## config.mk

```make
export PLATFORM = sky130hd
export DESIGN_NAME = iect_timer
export DESIGN_NICKNAME = d
export VERILOG_FILES = /design/src/core/iect_pkg.sv /design/src/core/iect_edge_if.sv /design/src/core/iect_timer.sv /design/src/core/iect_edge.sv /design/src/core/iect_cdiv.sv
export SDC_FILE = /design/constraint.sdc
export NUM_CORES = 1
export LEC_CHECK = 0
export ABC_AREA = 1
export BUFFER_PORTS_ARGS = -buffer_cell sky130_fd_sc_hd__buf_2
export CORE_ASPECT_RATIO = 1.2
export CORE_MARGIN = 2
export CORE_UTILIZATION = 40
export CTS_BUF_LIST = sky130_fd_sc_hd__clkbuf_16
export CTS_CLUSTER_SIZE = 12
export DETAILED_ROUTE_END_ITERATION = 8
export HOLD_SLACK_MARGIN = 0.08
export PLACE_DENSITY_LB_ADDON = 0.3
export SYNTH_ARGS = -nofsm -noshare
export SYNTH_HDL_FRONTEND = slang
export SYNTH_SLANG_ARGS = --single-unit
```

## constraint.sdc

```tcl
create_clock -name core_clk -period 2.2 [get_ports core_clk]
set_input_delay 0.22 -clock core_clk [delete_from_list [all_inputs] [get_ports core_clk]]
set_output_delay 0.22 -clock core_clk [all_outputs]
set_load 0.1 [all_outputs]
```

## src/core/iect_pkg.sv

```systemverilog
// Package: register map, field layout and constants of the interval/event timer
package iect_pkg;
  localparam int unsigned addr_w = 4;
  localparam logic [3:0] off_ctl0 = 4'h0;
  localparam logic [3:0] off_ctl1 = 4'h1;
  localparam logic [3:0] off_ioc1 = 4'h2;
  localparam logic [3:0] off_opt0 = 4'h3;
  localparam logic [3:0] off_ccr0 = 4'h4;
  localparam logic [3:0] off_ccr1 = 4'h5;
  localparam logic [3:0] off_cnt = 4'h6;
  localparam logic [3:0] off_out = 4'h7;
  // Control register 0 field
  localparam int unsigned ce_bit = 7;
  // Control register 1 fields
  localparam int unsigned eee_bit = 5;
  localparam int unsigned md_lsb = 0;
  localparam int unsigned md_w = 3;
  localparam logic [2:0] mode_interval = 3'h0;
  localparam logic [2:0] mode_event = 3'h1;
  // I/O control register 1 capture edge field
  localparam int unsigned is_lsb = 0;
  localparam logic [1:0] is_none = 2'h0;
  localparam logic [15:0] cnt_top = 16'hffff;
  localparam logic [15:0] cnt_zero = 16'h0000;
  localparam logic [15:0] cnt_one = 16'h0001;
  localparam logic [7:0] byte_zero = 8'h00;
  localparam logic [15:0] word_zero = 16'h0000;
endpackage

```

## src/core/iect_edge_if.sv

```systemverilog
// Interface: event edge detector to timer core
`timescale 1ns/1ps
interface iect_edge_if;
  logic pulse;
  logic enable;
  modport src (output pulse, input enable);
  modport dst (input pulse, output enable);
endinterface

```

## src/core/iect_timer.sv

```systemverilog
// Top: 16-bit interval timer / external event counter channel
// Function
// RULE1: Mode 000 with enable raises match_irq_zero every programmed interval.
// RULE2: On enable the counter goes FFFFH to 0000H on a count clock.
// RULE3: Interval mode toggles primary output when counting starts.
// RULE4: Count start copies compare value zero into compare buffer zero.
// RULE5: Match on buffer zero clears counter, toggles primary output, raises irq.
// RULE6: Interval period is compare value zero plus one count clocks.
// RULE7: Compare zero at 0000H gives irq and toggle every count clock.
// RULE8: Compare FFFFH wraps to zero with match irq, no overflow flag.
// RULE9: Compare zero writes reach buffer at once; overshoot wraps through FFFFH.
// RULE10: Software should stop counting before lowering compare value zero.
// RULE11: Compare one below compare zero raises irq one and toggles secondary.
// RULE12: Compare one above compare zero never matches; secondary output unchanged.
// RULE13: Mode 001 counts external edges; primary output unused.
// RULE14: Event mode clears counter and raises irq after compare plus one edges.
// RULE15: Event mode still loads buffer one and raises its match irq.
// RULE16: Reading the counter read buffer returns the live counter.
// RULE17: External clock enters only on capture pin with edge select 00; the code takes pin edges whatever the edge select field holds.
// RULE18: Event mode ignores the I/O control and option registers.
// RULE19: Mode 000 with external select counts pin edges, outputs usable.
// RULE20: Clearing enable stops; setting again restarts and reloads buffers.
//
// The register offsets and the plain strobed port were chosen for this implementation.
`timescale 1ns/1ps
module iect_timer #(
  parameter logic [7:0] count_div = 8'h00
) (
  input wire logic core_clk,
  input wire logic rstn,
  input wire logic [3:0] reg_addr,
  input wire logic [15:0] reg_wdata,
  input wire logic reg_wr,
  input wire logic reg_rd,
  output logic [15:0] reg_rdata,
  input wire logic capture_trigger_input,
  output logic primary_timer_output,
  output logic secondary_timer_output,
  output logic match_irq_zero,
  output logic match_irq_one,
  output logic overflow_irq
);
  typedef enum logic [1:0] {
    iect_idle = 2'b00,
    iect_arm = 2'b01,
    iect_run = 2'b11
  } iect_phase_t;

  typedef struct packed {
    iect_phase_t phase;
    logic [7:0] timer_control_reg0;
    logic [7:0] timer_control_reg1;
    logic [7:0] io_control_reg1;
    logic [7:0] option_register;
    logic [15:0] compare_value_zero;
    logic [15:0] compare_value_one;
    logic [15:0] compare_buffer_zero;
    logic [15:0] compare_buffer_one;
    logic [15:0] count;
    logic primary;
    logic secondary;
    logic irq0;
    logic irq1;
    logic [15:0] rdata;
  } iect_state_t;

  iect_state_t st;
  iect_state_t next_st;

  logic count_enable_bit;
  logic [2:0] mode_sel;
  logic external_event_select_bit;
  logic [1:0] capture_edge_sel;
  logic ext_clk;
  logic int_tick;
  logic tick;
  logic is_interval;
  logic is_event;
  logic counting;
  logic match0;
  logic match1;
  logic [15:0] rd_mux;

  iect_edge_if edge_if ();

  // Decode of control fields
  assign count_enable_bit = st.timer_control_reg0[iect_pkg::ce_bit];
  assign mode_sel = st.timer_control_reg1[iect_pkg::md_lsb +: iect_pkg::md_w];
  assign external_event_select_bit = st.timer_control_reg1[iect_pkg::eee_bit];
  assign capture_edge_sel = st.io_control_reg1[iect_pkg::is_lsb +: 2];
  assign is_interval = (mode_sel == iect_pkg::mode_interval);
  assign is_event = (mode_sel == iect_pkg::mode_event);
  assign counting = count_enable_bit & (is_interval | is_event);
  // Pin clock only when event mode or external select; mode 001 ignores IOC1/OPT0
  assign ext_clk = is_event | (is_interval & external_event_select_bit); // RULE13 RULE17 RULE18 RULE19

  // Pin edges feed the count only when chosen as count clock
  assign edge_if.enable = counting & ext_clk; // RULE17

  iect_edge u_edge (
    .core_clk(core_clk),
    .rstn(rstn),
    .pin(capture_trigger_input),
    .edge_if(edge_if)
  );

  iect_cdiv #(
    .div(count_div)
  ) u_cdiv (
    .core_clk(core_clk),
    .rstn(rstn),
    .run(counting & ~ext_clk),
    .tick(int_tick)
  );

  // One count clock source at a time
  assign tick = ext_clk ? edge_if.pulse : int_tick; // RULE13 RULE19

  // Compare against buffers, not the registers
  assign match0 = (st.count == st.compare_buffer_zero); // RULE5 RULE6
  assign match1 = (st.count == st.compare_buffer_one); // RULE11 RULE12 RULE15

  // Read mux; unmapped offsets read as zero
  always_comb begin
    rd_mux = iect_pkg::word_zero;
    unique case (reg_addr)
      iect_pkg::off_ctl0: rd_mux = {8'h00, st.timer_control_reg0};
      iect_pkg::off_ctl1: rd_mux = {8'h00, st.timer_control_reg1};
      iect_pkg::off_ioc1: rd_mux = {8'h00, st.io_control_reg1};
      iect_pkg::off_opt0: rd_mux = {8'h00, st.option_register};
      iect_pkg::off_ccr0: rd_mux = st.compare_value_zero;
      iect_pkg::off_ccr1: rd_mux = st.compare_value_one;
      iect_pkg::off_cnt: rd_mux = st.count; // RULE16
      iect_pkg::off_out: rd_mux = {14'h0000, st.secondary, st.primary};
      default: rd_mux = iect_pkg::word_zero;
    endcase
  end

  // Next state: register writes, start sequence, counting
  always_comb begin
    next_st = st;
    next_st.irq0 = 1'b0;
    next_st.irq1 = 1'b0;
    next_st.rdata = reg_rd ? rd_mux : iect_pkg::word_zero;
    if (reg_wr) begin
      unique case (reg_addr)
        iect_pkg::off_ctl0: next_st.timer_control_reg0 = reg_wdata[7:0];
        iect_pkg::off_ctl1: next_st.timer_control_reg1 = reg_wdata[7:0];
        iect_pkg::off_ioc1: next_st.io_control_reg1 = reg_wdata[7:0];
        iect_pkg::off_opt0: next_st.option_register = reg_wdata[7:0];
        iect_pkg::off_ccr0: next_st.compare_value_zero = reg_wdata;
        iect_pkg::off_ccr1: next_st.compare_value_one = reg_wdata;
        default: next_st.rdata = next_st.rdata;
      endcase
    end
    unique case (st.phase)
      iect_idle: begin
        // Stopped counter rests at FFFFH for the next start
        next_st.count = iect_pkg::cnt_top; // RULE20
        if (counting) begin
          next_st.phase = iect_arm;
        end
      end
      iect_arm: begin
        if (!counting) begin
          next_st.phase = iect_idle; // RULE20
        end else if (tick) begin
          next_st.phase = iect_run;
          next_st.count = iect_pkg::cnt_zero; // RULE2
          next_st.compare_buffer_zero = st.compare_value_zero; // RULE4 RULE20
          next_st.compare_buffer_one = st.compare_value_one; // RULE15 RULE20
          if (is_interval) begin
            next_st.primary = ~st.primary; // RULE3
          end
        end
      end
      iect_run: begin
        // Compare registers are anytime write: buffers follow at once
        next_st.compare_buffer_zero = st.compare_value_zero; // RULE9
        next_st.compare_buffer_one = st.compare_value_one;
        if (!counting) begin
          // Counter reads FFFFH from the edge after the stop, not one edge later
          next_st.phase = iect_idle; // RULE20
          next_st.count = iect_pkg::cnt_top; // RULE20
        end else if (tick) begin
          if (match0) begin
            // Clear on match; FFFFH match wraps with no overflow event
            next_st.count = iect_pkg::cnt_zero; // RULE5 RULE7 RULE8 RULE14
            next_st.irq0 = 1'b1; // RULE1 RULE14
            if (is_interval) begin
              next_st.primary = ~st.primary; // RULE5 RULE7
            end
          end else begin
            // Overshoot past a lowered compare wraps naturally
            next_st.count = st.count + iect_pkg::cnt_one; // RULE9
          end
          if (match1) begin
            next_st.irq1 = 1'b1; // RULE11 RULE15
            if (is_interval) begin
              next_st.secondary = ~st.secondary; // RULE11 RULE12
            end
          end
        end
      end
      default: next_st.phase = iect_idle;
    endcase
  end

  // Registered state
  always_ff @(posedge core_clk) begin
    if (!rstn) begin
      st <= '0;
      st.count <= iect_pkg::cnt_top;
    end else begin
      st <= next_st;
    end
  end

  assign reg_rdata = st.rdata;
  assign primary_timer_output = st.primary;
  assign secondary_timer_output = st.secondary;
  assign match_irq_zero = st.irq0;
  assign match_irq_one = st.irq1;
  // Overflow is never raised in these two modes
  assign overflow_irq = 1'b0; // RULE8
endmodule

```

## src/core/iect_edge.sv

```systemverilog
// Synchroniser and rising edge detector for the capture trigger pin
`timescale 1ns/1ps
module iect_edge (
  input wire logic core_clk,
  input wire logic rstn,
  input wire logic pin,
  iect_edge_if.src edge_if
);
  typedef struct packed {
    logic s1;
    logic s2;
    logic s3;
  } iect_edge_state_t;
  iect_edge_state_t st;
  iect_edge_state_t next_st;

  // Edge seen only from the second stage onward
  always_comb begin
    next_st = st;
    next_st.s1 = pin;
    next_st.s2 = st.s1;
    next_st.s3 = st.s2;
  end

  // Registered state
  always_ff @(posedge core_clk) begin
    if (!rstn) begin
      st <= '0;
    end else begin
      st <= next_st;
    end
  end

  // Rising edge is the valid event edge
  assign edge_if.pulse = edge_if.enable & st.s2 & ~st.s3;
endmodule

```

## src/core/iect_cdiv.sv

```systemverilog
// Count clock enable divider for the internal count clock
`timescale 1ns/1ps
module iect_cdiv #(
  parameter logic [7:0] div = 8'h00
) (
  input wire logic core_clk,
  input wire logic rstn,
  input wire logic run,
  output logic tick
);
  typedef struct packed {
    logic [7:0] cnt;
  } iect_cdiv_state_t;
  iect_cdiv_state_t st;
  iect_cdiv_state_t next_st;

  // Restart phase whenever counting stops
  always_comb begin
    next_st = st;
    if (!run || st.cnt == div) begin
      next_st.cnt = iect_pkg::byte_zero;
    end else begin
      next_st.cnt = st.cnt + 8'h01;
    end
  end

  always_ff @(posedge core_clk) begin
    if (!rstn) begin
      st <= '0;
    end else begin
      st <= next_st;
    end
  end

  assign tick = run & (st.cnt == div);
endmodule

```

# Word-level counts from Yosys, hierarchy flattened

Index checks and enable logic that the tools add are counted.

Add/sub/neg operators: 2
Reductions and logical operators: 22
Equality and inequality tests: 21
Mux-type cells: 22
Bitwise operators: 14

Operators by type and width:

| cell                                                | number |
|---|---|
| one-hot mux 16 bit (8 select lines)                 | 1 |
| two-way mux 49 bit                                  | 2 |
| one-hot mux 32 bit (2 select lines)                 | 1 |
| one-hot mux 16 bit (3 select lines)                 | 1 |
| equality test 16 bit                                | 2 |
| two-way mux 16 bit                                  | 2 |
| two-way mux 20 bit                                  | 1 |
| adder 16 x 1 -> 16 bit, second input constant       | 1 |
| equality test 4 x 3 -> 1 bit, second input constant | 4 |
| != test 2 bit, second input constant                | 7 |
| AND reduction 2 bit                                 | 7 |
| adder 8 x 1 -> 8 bit, second input constant         | 1 |
| equality test 4 x 2 -> 1 bit, second input constant | 2 |
| logical NOT 8 bit                                   | 1 |
| two-way mux 2 bit                                   | 4 |
| AND reduction 4 bit                                 | 2 |
| AND 1 bit                                           | 7 |
| two-way mux 1 bit                                   | 7 |
| != test 3 bit, second input constant                | 2 |
| one-hot mux 2 bit (3 select lines)                  | 1 |
| AND reduction 3 bit                                 | 2 |
| AND reduction 6 bit                                 | 1 |
| NOT 1 bit                                           | 5 |
| AND reduction 5 bit                                 | 1 |
| other kinds (15)                                    | 16 |

Logic and storage cells: 100
Input port bits: 25
Output and inout bits: 21
Register bits: 145

# Depth between registers and ports, before layout

Gate-level depths: netlist (run 1).

Depth after elaboration: 10
Depth in mapped cells: 13

# Cells and area by module

A second synthesis (run 1) with hierarchy kept.

Cells, all modules: 948
Area total of the unflattened synthesis: 6795.3 um2

Modules (own cells, without submodules):

| module     | times used | seq. area each (um2) | cells an instance | area each (um2) |
|---|---|---|---|---|
| iect_timer | 1          | 2682.6               | 875               | 6263.5 |
| iect_cdiv  | 1          | 160.2                | 62                | 439.2 |
| iect_edge  | 1          | 60.1                 | 11                | 92.6 |

# Worst setup path before layout (run 1)

Ideal clock, no wire load.

Path type: flip-flop to flip-flop
Start: register u_cdiv.st[0] (netlist name)
End: register st[26] (netlist name)
Library setup time: 0.115 ns
Data required time: 2.085 ns
Setup slack: 0.672 ns
Buffers on the path: 1
Data arrival time: 1.413 ns
Clock period less this slack: 1.528 ns
Cell stages (with the launch flop): 13
Path through: dfxtp_1 -> inv_1 -> ha_1 -> nand2_1 -> nor2_1 -> nand2_2 -> nand2_4 -> inv_2 -> o21ai_2 -> nand2_4 -> buf_4 -> a21oi_1 -> nand2_1

Cells in the longest elaborated chain, start to end: 5
Elaborated cells on any way between the ends: 6
Those cells by class: 2 x eq/ne; 1 x mux; 1 x bitwise; 2 x reduce/logical

Ends and longest elaborated chain:

| what                                                                   | line              | RTL |
|---|---|---|
| from (decl)                                                            | iect_cdiv.sv:14   | `iect_cdiv_state_t st;` |
| from (signal assigned)                                                 | iect_cdiv.sv:31   | `st <= next_st;` |
| logical NOT 8 bit (*)                                                  | iect_cdiv.sv:35   | `assign tick = run & (st.cnt == div);` |
| AND 1 bit (*)                                                          | iect_cdiv.sv:35   |  |
| two-way mux 1 bit (*)                                                  | iect_timer.sv:117 | `assign tick = ext_clk ? edge_if.pulse : int_tick;` |
| != test 3 bit (no source line) / != test 2 bit (equally long branches) | -                 |  |
| AND reduction 4 bit (no source line) (*)                               | -                 |  |
| to (signal assigned)                                                   | iect_timer.sv:215 | `st <= next_st;` |
| to (decl)                                                              | iect_timer.sv:67  | `iect_state_t st;` |

Every way passes the cells marked *; elsewhere a longest branch is shown, timed or not.
A chain may end at the register's enable or synchronous reset.

# Worst setup path after layout (run 1)

Start: register st[35] (netlist name)
End: register st[22] (netlist name)

Cells in the longest elaborated chain, start to end: 5

Ends and longest elaborated chain:

| what                                | line              | RTL |
|---|---|---|
| equality test 16 bit                | iect_timer.sv:120 | `assign match0 = (st.count == st.compare_buffer_zero);` |
| two-way mux 16 bit                  | iect_timer.sv:186 | `if (match0) begin` |
| two-way mux 20 bit                  | iect_timer.sv:185 | `end else if (tick) begin` |
| two-way mux 16 bit                  | iect_timer.sv:181 | `if (!counting) begin` |
| one-hot mux 16 bit (3 select lines) | iect_timer.sv:156 | `unique case (st.phase)` |

No other way between the ends. The select of a mux whose other input is x is not followed.

==> run metrics, run 1 <==
starting density of the core 40.96%; Core Rows 51; half-perimeter wire length of the detailed placement result 12640 um; cell occurring most often along the worst timing path nand2_1; start point of the worst hold path reg_wdata[9]; remaining antenna violation count 0; 1st-pass router iterations 5; leakage power summed over all cells 3.302 nW; synthesized area divided by synthesized cell count 7.083 sq um; logic depth of the worst register-to-register path 11; Startpoint Class flip-flop; largest area contributor in the synthesized netlist dfxtp_1; last weighted congestion value of the routability-driven placer 0.8511; Setup Crit Path Kind flip-flop to flip-flop; RSZ-0062 raised after global routing false; number of warnings issued by yosys 0; Die Area 0.01772 sq mm; Syn Std Cell Area 0.006665 sq mm; 1st-iter DRT viols 346; dpl ws 0.2938 ns; final design instance area without fill 0.007564 sq mm; Final period util 87.73%; H-tree depth 4; status finished clean; sum of negative setup slack 0 ns; final critical-path setup slack 0.2700 ns; crit path capture type flip-flop; top cells by area in the synthesized netlist dfxtp_1 44%, nand2_1 13%, a21oi_1 9.3%, inv_1 6.0%, o21ai_0 4.0%; required time of the critical path 2.52 ns; number of maximum-capacitance constraint violations 0; wire length of the first global-routing pass 29580 um; area added between synthesis and finish 13.48%; Final min period 1.930 ns; hold crit path type input pin to flip-flop; quantity of I/O buffers inserted on ports 44; # clock sinks 145; fmax 518.1 MHz; layout filler cell count 1633; maximum clock path buffer count 2; worst stage delay on the critical path 0.47 ns; arrival time of data at the critical path endpoint 2.25 ns; register-to-register path setup slack 0.27 ns; capture point of the worst reg-to-reg path st[22]$_SDFFE_PN1P_; total grt overflow 0; clock skew after layout 0.004927 ns; Endpoint, Worst Hold st[77]$_SDFFE_PN0P_; number of remaining DRC errors 0; later-pin clock latency in the skew report 0.43 ns; Die X 121.8 um; total wirelength of the detailed-routed design 17650 um; number of antenna violations at the first check in global routing 0; routed via count 6059; transition time of the tightest slew-check pin 0.7978 ns; Crit Path Max Fanout 13; worst path cell trace inv_1 > nand2_1 > nand2_1 > nor2_1 > nand2_1 > nor2_2 > nand2_1 > nand2_2 > o21ai_0 > nand2_1 > nand2_1; ANT cells 0; global-route usage over all layers 21.14%; Placeable Area 0.01627 sq mm; share of final-layout standard cells stronger than drive strength 1 12.08%; register area share after synthesis 43.55%; total number of nets in the final design 994; count of distinct cell types in the synthesized netlist 36; largest net degree at the start of global routing 75; Synth Instances 941; die height 145.4 um; number of top-level design ports 46; number of nets in the synthesized netlist 969; beginning of the worst register-to-register path st[35]$_SDFFE_PN1P_; number of resized instances in the post-cts repair step 0; number of buffers created by CTS 17; Yosys top cell area share 43.55%; flops & latches, synth 145; root buf cell clkbuf_16; Hold Path Depth 3; final slew viol count 0; detailed-route wire length per cell 14.85 um; clock tree from TritonCTS built; post-DR vias/cell 5.096; worst-case vdd ir drop 0.5175 mV; Max-Slew Margin vs Limit 46.68%; post-CTS clock slew at the launch and capture registers of the worst setup and hold paths 0.06 ns; final setup vio count 0; total cell area at the placement stage 0.006979 sq mm; Slowest-stage cell, CP dfxtp_1; vias in the first global route 5817; power density cells 759.6 mW/mm^2; final number of hold-violating endpoints 0
==> synthesized netlist by cell type (all sizes together) <==
cell and n:
nand2 230, dfxtp 145, a21oi 124, inv 124
o21ai 88, nor2 54, nand3 50, buf 34
clkbuf 25, xor2 13, a221oi 9, nor3 9
o22ai 9, nand4 8, o221ai 7, ha 3
nor3b 3, a32o 1, and3 1, conb 1
nand3b 1, nor4 1, xnor2 1
==> per-stage QoR <==
stage,power [mW],cells,hold slack (ns),util [%]
floorplan,3.006,941,0.3176,-
global placement,3.123,1154,0.3924,42.89
detailed placement,3.125,1154,0.4000,42.89
CTS,5.785,1189,0.08225,46.48
global route,5.948,1189,0.09322,46.48
finish,5.746,1189,0.09008,46.48
==> routing by layer <==
metal	part of all wire, %	global-route usage (%)
met1	44	26.42
met2	50	35.42
met3	3.9	4.193
met4	3.1	8.506
met5	0	0
==> worst max path at each step <==
stage                                  startpoint             endpoint  slack, ns  cells after the start
final                         st[35]$_SDFFE_PN1P_  st[22]$_SDFFE_PN1P_       0.27                     11
after global routing          st[35]$_SDFFE_PN1P_  st[29]$_SDFFE_PN1P_       0.09                     11
after CTS                     st[35]$_SDFFE_PN1P_  st[22]$_SDFFE_PN1P_       0.27                     11
after detailed placement      st[35]$_SDFFE_PN1P_  st[22]$_SDFFE_PN1P_       0.29                     11
after global placement        st[35]$_SDFFE_PN1P_  st[23]$_SDFFE_PN1P_       0.30                     11
after floorplan           u_cdiv.st[0]$_SDFF_PP0_  st[26]$_SDFFE_PN1P_       0.67                     12
==> registers in the layout, summed over array words and instances (netlist names) <==
signal	cells
match_irq_one	1
capture_edge_sel	2
primary_timer_output	1
u_edge.st	1
mode_sel	3
secondary_timer_output	1
u_cdiv.st	8
match_irq_zero	1
st	107
external_event_select_bit	1
reg_rdata	16
count_enable_bit	1
u_edge.next_st	2
==> timing repair <==
| item | in CTS | in global routing |
|---|---|---|
| setup buffers | 0 | 0 |
| hold endpoints to repair | 5 | 0 |
| hold buffers | 5 | 0 |
==> power by group <==
part / switching [mW] / total [mW] / leakage (nW) / internal (mW)
logic: 0.269 / 0.385 / 1.85 / 0.117
clock network: 1.05 / 2.67 / 0.279 / 1.61
registers: 0.0266 / 2.69 / 1.17 / 2.67
==> worst max-delay path: cells and delay by family, from the launching register on <==
family	cells	cell delay, ns
simple gates	9	1.05
flops	1	0.47
compound gates	1	0.12
buf+inv	1	0.19
==> cell usage in the layout, fill, tap and decap left out, drive strengths merged <==
master | synthesis | routed
nand2 | 230 | 230
dfxtp | 145 | 145
inv | 124 | 129
a21oi | 124 | 124
o21ai | 88 | 88
buf | 34 | 60
nor2 | 54 | 54
nand3 | 50 | 50
clkbuf | 25 | 17
xor2 | 13 | 13
o22ai | 9 | 9
a221oi | 9 | 9
nor3 | 9 | 9
nand4 | 8 | 8
o221ai | 7 | 7
dlygate4sd3 | 0 | 5
clkinv | 0 | 5
nor3b | 3 | 3
ha | 3 | 3
bufinv | 0 | 2
nor4 | 1 | 1
nand3b | 1 | 1
a32o | 1 | 1
and3 | 1 | 1
xnor2 | 1 | 1
conb | 1 | 1
clkinvlp | 0 | 1
==> cell families after synthesis <==
family / share of synthesized area (%)
compound gates: 19.07
xor+xnor: 1.840
fa+ha+maj: 0.5632
buf+inv: 11.73
flops: 43.55
other cells: 0.05626
simple gates: 23.18
==> layout make-up <==
| class | instances | area (sq um) | area share [%] |
|---|---|---|---|
| Tap cell | 212 | 265.3 | 3.507 |
| Clock inverter | 13 | 108.9 | 1.439 |
| Multi-Input combinational cell | 613 | 2980 | 39.40 |
| Sequential cell | 145 | 2903 | 38.38 |
| Timing Repair Buffer | 65 | 415.4 | 5.492 |
| Inverter | 124 | 465.4 | 6.154 |
| Clock buffer | 17 | 425.4 | 5.624 |
No activity file was read; power rests on OpenSTA's default activity.
==> run 2: changes to the inputs <==
Settings changed: ABC_AREA 1 to default.
Clock period 2.2 ns to 2 ns, I/O delays scaled along.
==> run 2 against run 1 <==
The run now ends with negative setup slack left. Combinational power fell by 2%. Non-clock buffer count rose by 94. Power rose by 7.6%. Setup slack got worse by 0.35 ns. Synthesized cell count fell by 14%. Fmax fell by 7.0%. Synthesized area rose by 1.4%. Clock power rose by 7.9%. Flip-flop and latch count did not move. Critical path type unchanged.
==> run metrics, run 2 <==
maximum clock path buffer count 2 (unchanged); register-to-register path setup slack -0.08 ns (was 0.27 ns); later-pin clock latency in the skew report 0.42 ns (was 0.43 ns); last weighted congestion value of the routability-driven placer 0.8526 (was 0.8511); fmax 481.9 MHz (was 518.1 MHz); number of nets in the synthesized netlist 840 (was 969); worst path cell trace inv_2 > ha_1 > or4b_4 > buf_6 > o211ai_4 > nand3_4 > a41o_1 > a221o_1 (was inv_1 > nand2_1 > nand2_1 > nor2_1 > nand2_1 > nor2_2 > nand2_1 > nand2_2 > o21ai_0 > nand2_1 > nand2_1); Max-Slew Margin vs Limit 54.10% (was 46.68%); worst-case vdd ir drop 0.6028 mV (was 0.5175 mV); flip-flop cell with the highest count after synthesis dfxtp_1 (unchanged); arrival time of data at the critical path endpoint 2.38 ns (was 2.25 ns); routed via count 6101 (was 6059); non-filler instance count after layout 1133 (was 1189); Crit. path cell count 8 (was 11); number of enable-type register cells in the synthesized netlist 0 (unchanged); post-CTS clock slew at the launch and capture registers of the worst setup and hold paths 0.06 ns (about the same); number of flip-flops in the largest register 107 (unchanged); power density cells 720.9 mW/mm^2 (was 759.6 mW/mm^2); failing checks negative setup slack; leakage power summed over all cells 3.341 nW (was 3.302 nW); final design instance area without fill 0.008572 sq mm (was 0.007564 sq mm); worst stage delay on the critical path 0.50 ns (was 0.47 ns); critical path's top delay family compound AO/OA/AOI/OAI gates (was simple AND/OR/NAND/NOR gates); register area share after synthesis 42.93% (was 43.55%); Synth Instances 812 (was 941); wire length of the first global-routing pass 28760 um (was 29580 um); Startpoint Class flip-flop (unchanged); synthesized area divided by synthesized cell count 8.327 sq um (was 7.083 sq um); flops & latches, synth 145 (unchanged); starting density of the core 40.44% (was 40.96%); share of synthesized registers carrying an async set or reset 0% (unchanged); largest net degree at the start of global routing 49 (was 75); top cells by area in the synthesized netlist dfxtp_1 43%, nand2_1 6.6%, mux2i_1 6.4%, a21oi_1 4.6%, nand3_1 4.4% (was dfxtp_1 44%, nand2_1 13%, a21oi_1 9.3%, inv_1 6.0%, o21ai_0 4.0%); number of buffers created by CTS 17 (unchanged); remaining antenna violation count 0 (unchanged); Setup Crit Path Kind flip-flop to flip-flop (unchanged); detailed-route wire length per cell 16.10 um (was 14.85 um); number of top-level design ports 46 (unchanged); # clock sinks 145 (unchanged); half-perimeter wire length of the detailed placement result 12470 um (was 12640 um); Final period util 103.8% (was 87.73%); total grt overflow 0 (unchanged); RSZ-0062 raised after global routing true (was false); Die X 122.7 um (was 121.8 um); number of antenna violations at the first check in global routing 0 (unchanged); final setup vio count 12 (was 0); Core Rows 52 (was 51); clock skew after layout 0.009964 ns (was 0.004927 ns); ANT cells 0 (unchanged); commonest non-fill, non-tap cell in the layout dfxtp_1 (was nand2_1); Syn Std Cell Area 0.006761 sq mm (was 0.006665 sq mm); total cell area at the placement stage 0.007493 sq mm (was 0.006979 sq mm); most frequent cells after synthesis 145 x dfxtp_1, 118 x nand2_1, 73 x nor2_1, 62 x a21oi_1, 60 x nand3_1 (was 223 x nand2_1, 145 x dfxtp_1, 124 x a21oi_1, 106 x inv_1, 53 x o21ai_0); required time of the critical path 2.30 ns (was 2.52 ns); 1st-iter DRT viols 362 (was 346); most repeated cell in the gate-level netlist after synthesis dfxtp_1 (was nand2_1); Placeable Area 0.01672 sq mm (was 0.01627 sq mm); post-DR vias/cell 5.385 (was 5.096); first element of the critical path u_cdiv.st[0]$_SDFF_PP0_ (was st[35]$_SDFFE_PN1P_); 1st-pass router iterations 5 (unchanged); final slew viol count 0 (unchanged); register with the highest flop count st (unchanged); global-route usage over all layers 20.41% (was 21.14%); final critical-path setup slack -0.07512 ns (was 0.2700 ns); Yosys top cell area share 42.93% (was 43.55%); Slowest-stage cell, CP or4b_4 (was dfxtp_1); commonest cells after routing, fill and taps aside 140 x dfxtp_1, 118 x nand2_1, 79 x buf_4, 73 x nor2_1, 61 x a21oi_1 (was 223 x nand2_1, 145 x dfxtp_1, 124 x a21oi_1, 111 x inv_1, 53 x o21ai_0); count of distinct cell types in the synthesized netlist 58 (was 36); area added between synthesis and finish 26.78% (was 13.48%); Critical path destination st[25]$_SDFFE_PN1P_ (was st[22]$_SDFFE_PN1P_); number of remaining DRC errors 0 (unchanged); logic depth of the worst register-to-register path 8 (was 11); total number of nets in the final design 932 (was 994); fraction of the core area covered by cells at the end of the flow 51.26% (was 46.48%); Die Area 0.01796 sq mm (was 0.01772 sq mm); clock tree from TritonCTS built (unchanged); Crit Path Max Fanout 5 (was 13); quantity of I/O buffers inserted on ports 44 (unchanged); root buf cell clkbuf_16 (unchanged); capture point of the worst reg-to-reg path st[25]$_SDFFE_PN1P_ (was st[22]$_SDFFE_PN1P_); dpl ws -0.1978 ns (was 0.2938 ns); Placed Instances 1069 (was 1154); beginning of the worst register-to-register path u_cdiv.st[0]$_SDFF_PP0_ (was st[35]$_SDFFE_PN1P_); number of maximum-capacitance constraint violations 0 (unchanged); largest area contributor in the synthesized netlist dfxtp_1 (unchanged); share of final-layout standard cells stronger than drive strength 1 24.86% (was 12.08%); overall power of the completed layout 6.179 mW (was 5.746 mW); status finished with violations (was finished clean); transition time of the tightest slew-check pin 0.6885 ns (was 0.7978 ns); critical path buffer and inverter count 2 (was 1); hold crit path type input pin to flip-flop (unchanged); H-tree depth 4 (unchanged); die height 146.4 um (was 145.4 um); final number of hold-violating endpoints 0 (unchanged); total wirelength of the detailed-routed design 18240 um (was 17650 um); vias in the first global route 5672 (was 5817); crit path capture type flip-flop (unchanged); number of warnings issued by yosys 0 (unchanged); Final min period 2.075 ns (was 1.930 ns)
## run 2: cell type report
type	count	area [sq um]
fill	1619	8149
multi-input combinational	573	3633
sequential	145	2909
timing repair buffer	159	1201
clock buffer	17	425.4
tap	216	270.3
clock inverter	15	102.6
inverter	8	30.03
## run 2: worst register-to-register path, cell delays in order, from the launching register on
cell and delay (ns):
dfxtp_2 0.32, inv_2 0.05, ha_1 0.13, or4b_4 0.50, buf_6 0.15, o211ai_4 0.19
nand3_4 0.12, a41o_1 0.22, a221o_1 0.28
## run 2: how the worst min path moves through the flow
| stage | start | end | slack (ns) | cells after the start |
|---|---|---|---|---|
| final | reg_wdata[5] | st[89]$_SDFFE_PN0P_ | 0.10 | 3 |
| after global routing | reg_wdata[5] | st[73]$_SDFFE_PN0P_ | 0.11 | 3 |
| after CTS | reg_wdata[5] | st[89]$_SDFFE_PN0P_ | 0.09 | 3 |
| after detailed placement | capture_trigger_input | u_edge.next_st[1]$_SDFF_PN0_ | 0.43 | 2 |
| after global placement | capture_trigger_input | u_edge.next_st[1]$_SDFF_PN0_ | 0.43 | 2 |
| after floorplan | reg_addr[3] | reg_rdata[4]$_SDFF_PN0_ | 0.28 | 1 |
## run 2: routing by layer
metal	track usage, %	share of wire [%]	vias to the layer above
met5	0	0	-
met4	8.678	2.7	0
met3	4.258	4.3	36
met2	32.15	48	162
met1	26.88	45	2899
li1	-	-	3004
## run 2: cells by family (layout without fill, tap and decap cells)
logic type      count (synthesis)  in the layout  share of synthesized area (%)
compound gates                146            148                          13.12
xor+xnor                       38             38                          4.922
fa+ha+maj                       3              3                         0.5552
buf+inv                        96            199                          6.902
flops                         145            145                          42.93
mux                            54             54                          8.864
other cells                     1              1                        0.05546
simple gates                  329            329                          22.65
## run 2: what timing repair did
item	4_1_cts	5_1_grt
setup endpoints to repair	51	51
hold buffers	18	0
hold endpoints to repair	30	0
buffers inserted	4	2
pin swaps	8	10
resized for setup	24	70
cloned	1	7
## run 2: where the power goes
part,switching (mW),internal (mW)
registers,0.0154,2.91
clock network,1.20,1.67
logic,0.234,0.142
## run 2: stage by stage
step	TNS [ns]	hold slack, ns
global route	-3.609	0.1055
global placement	-5.966	0.4261
detailed placement	-6.593	0.4285
finish	-0.3524	0.1040
CTS	-0.2854	0.08978
floorplan	-0.03476	0.2785
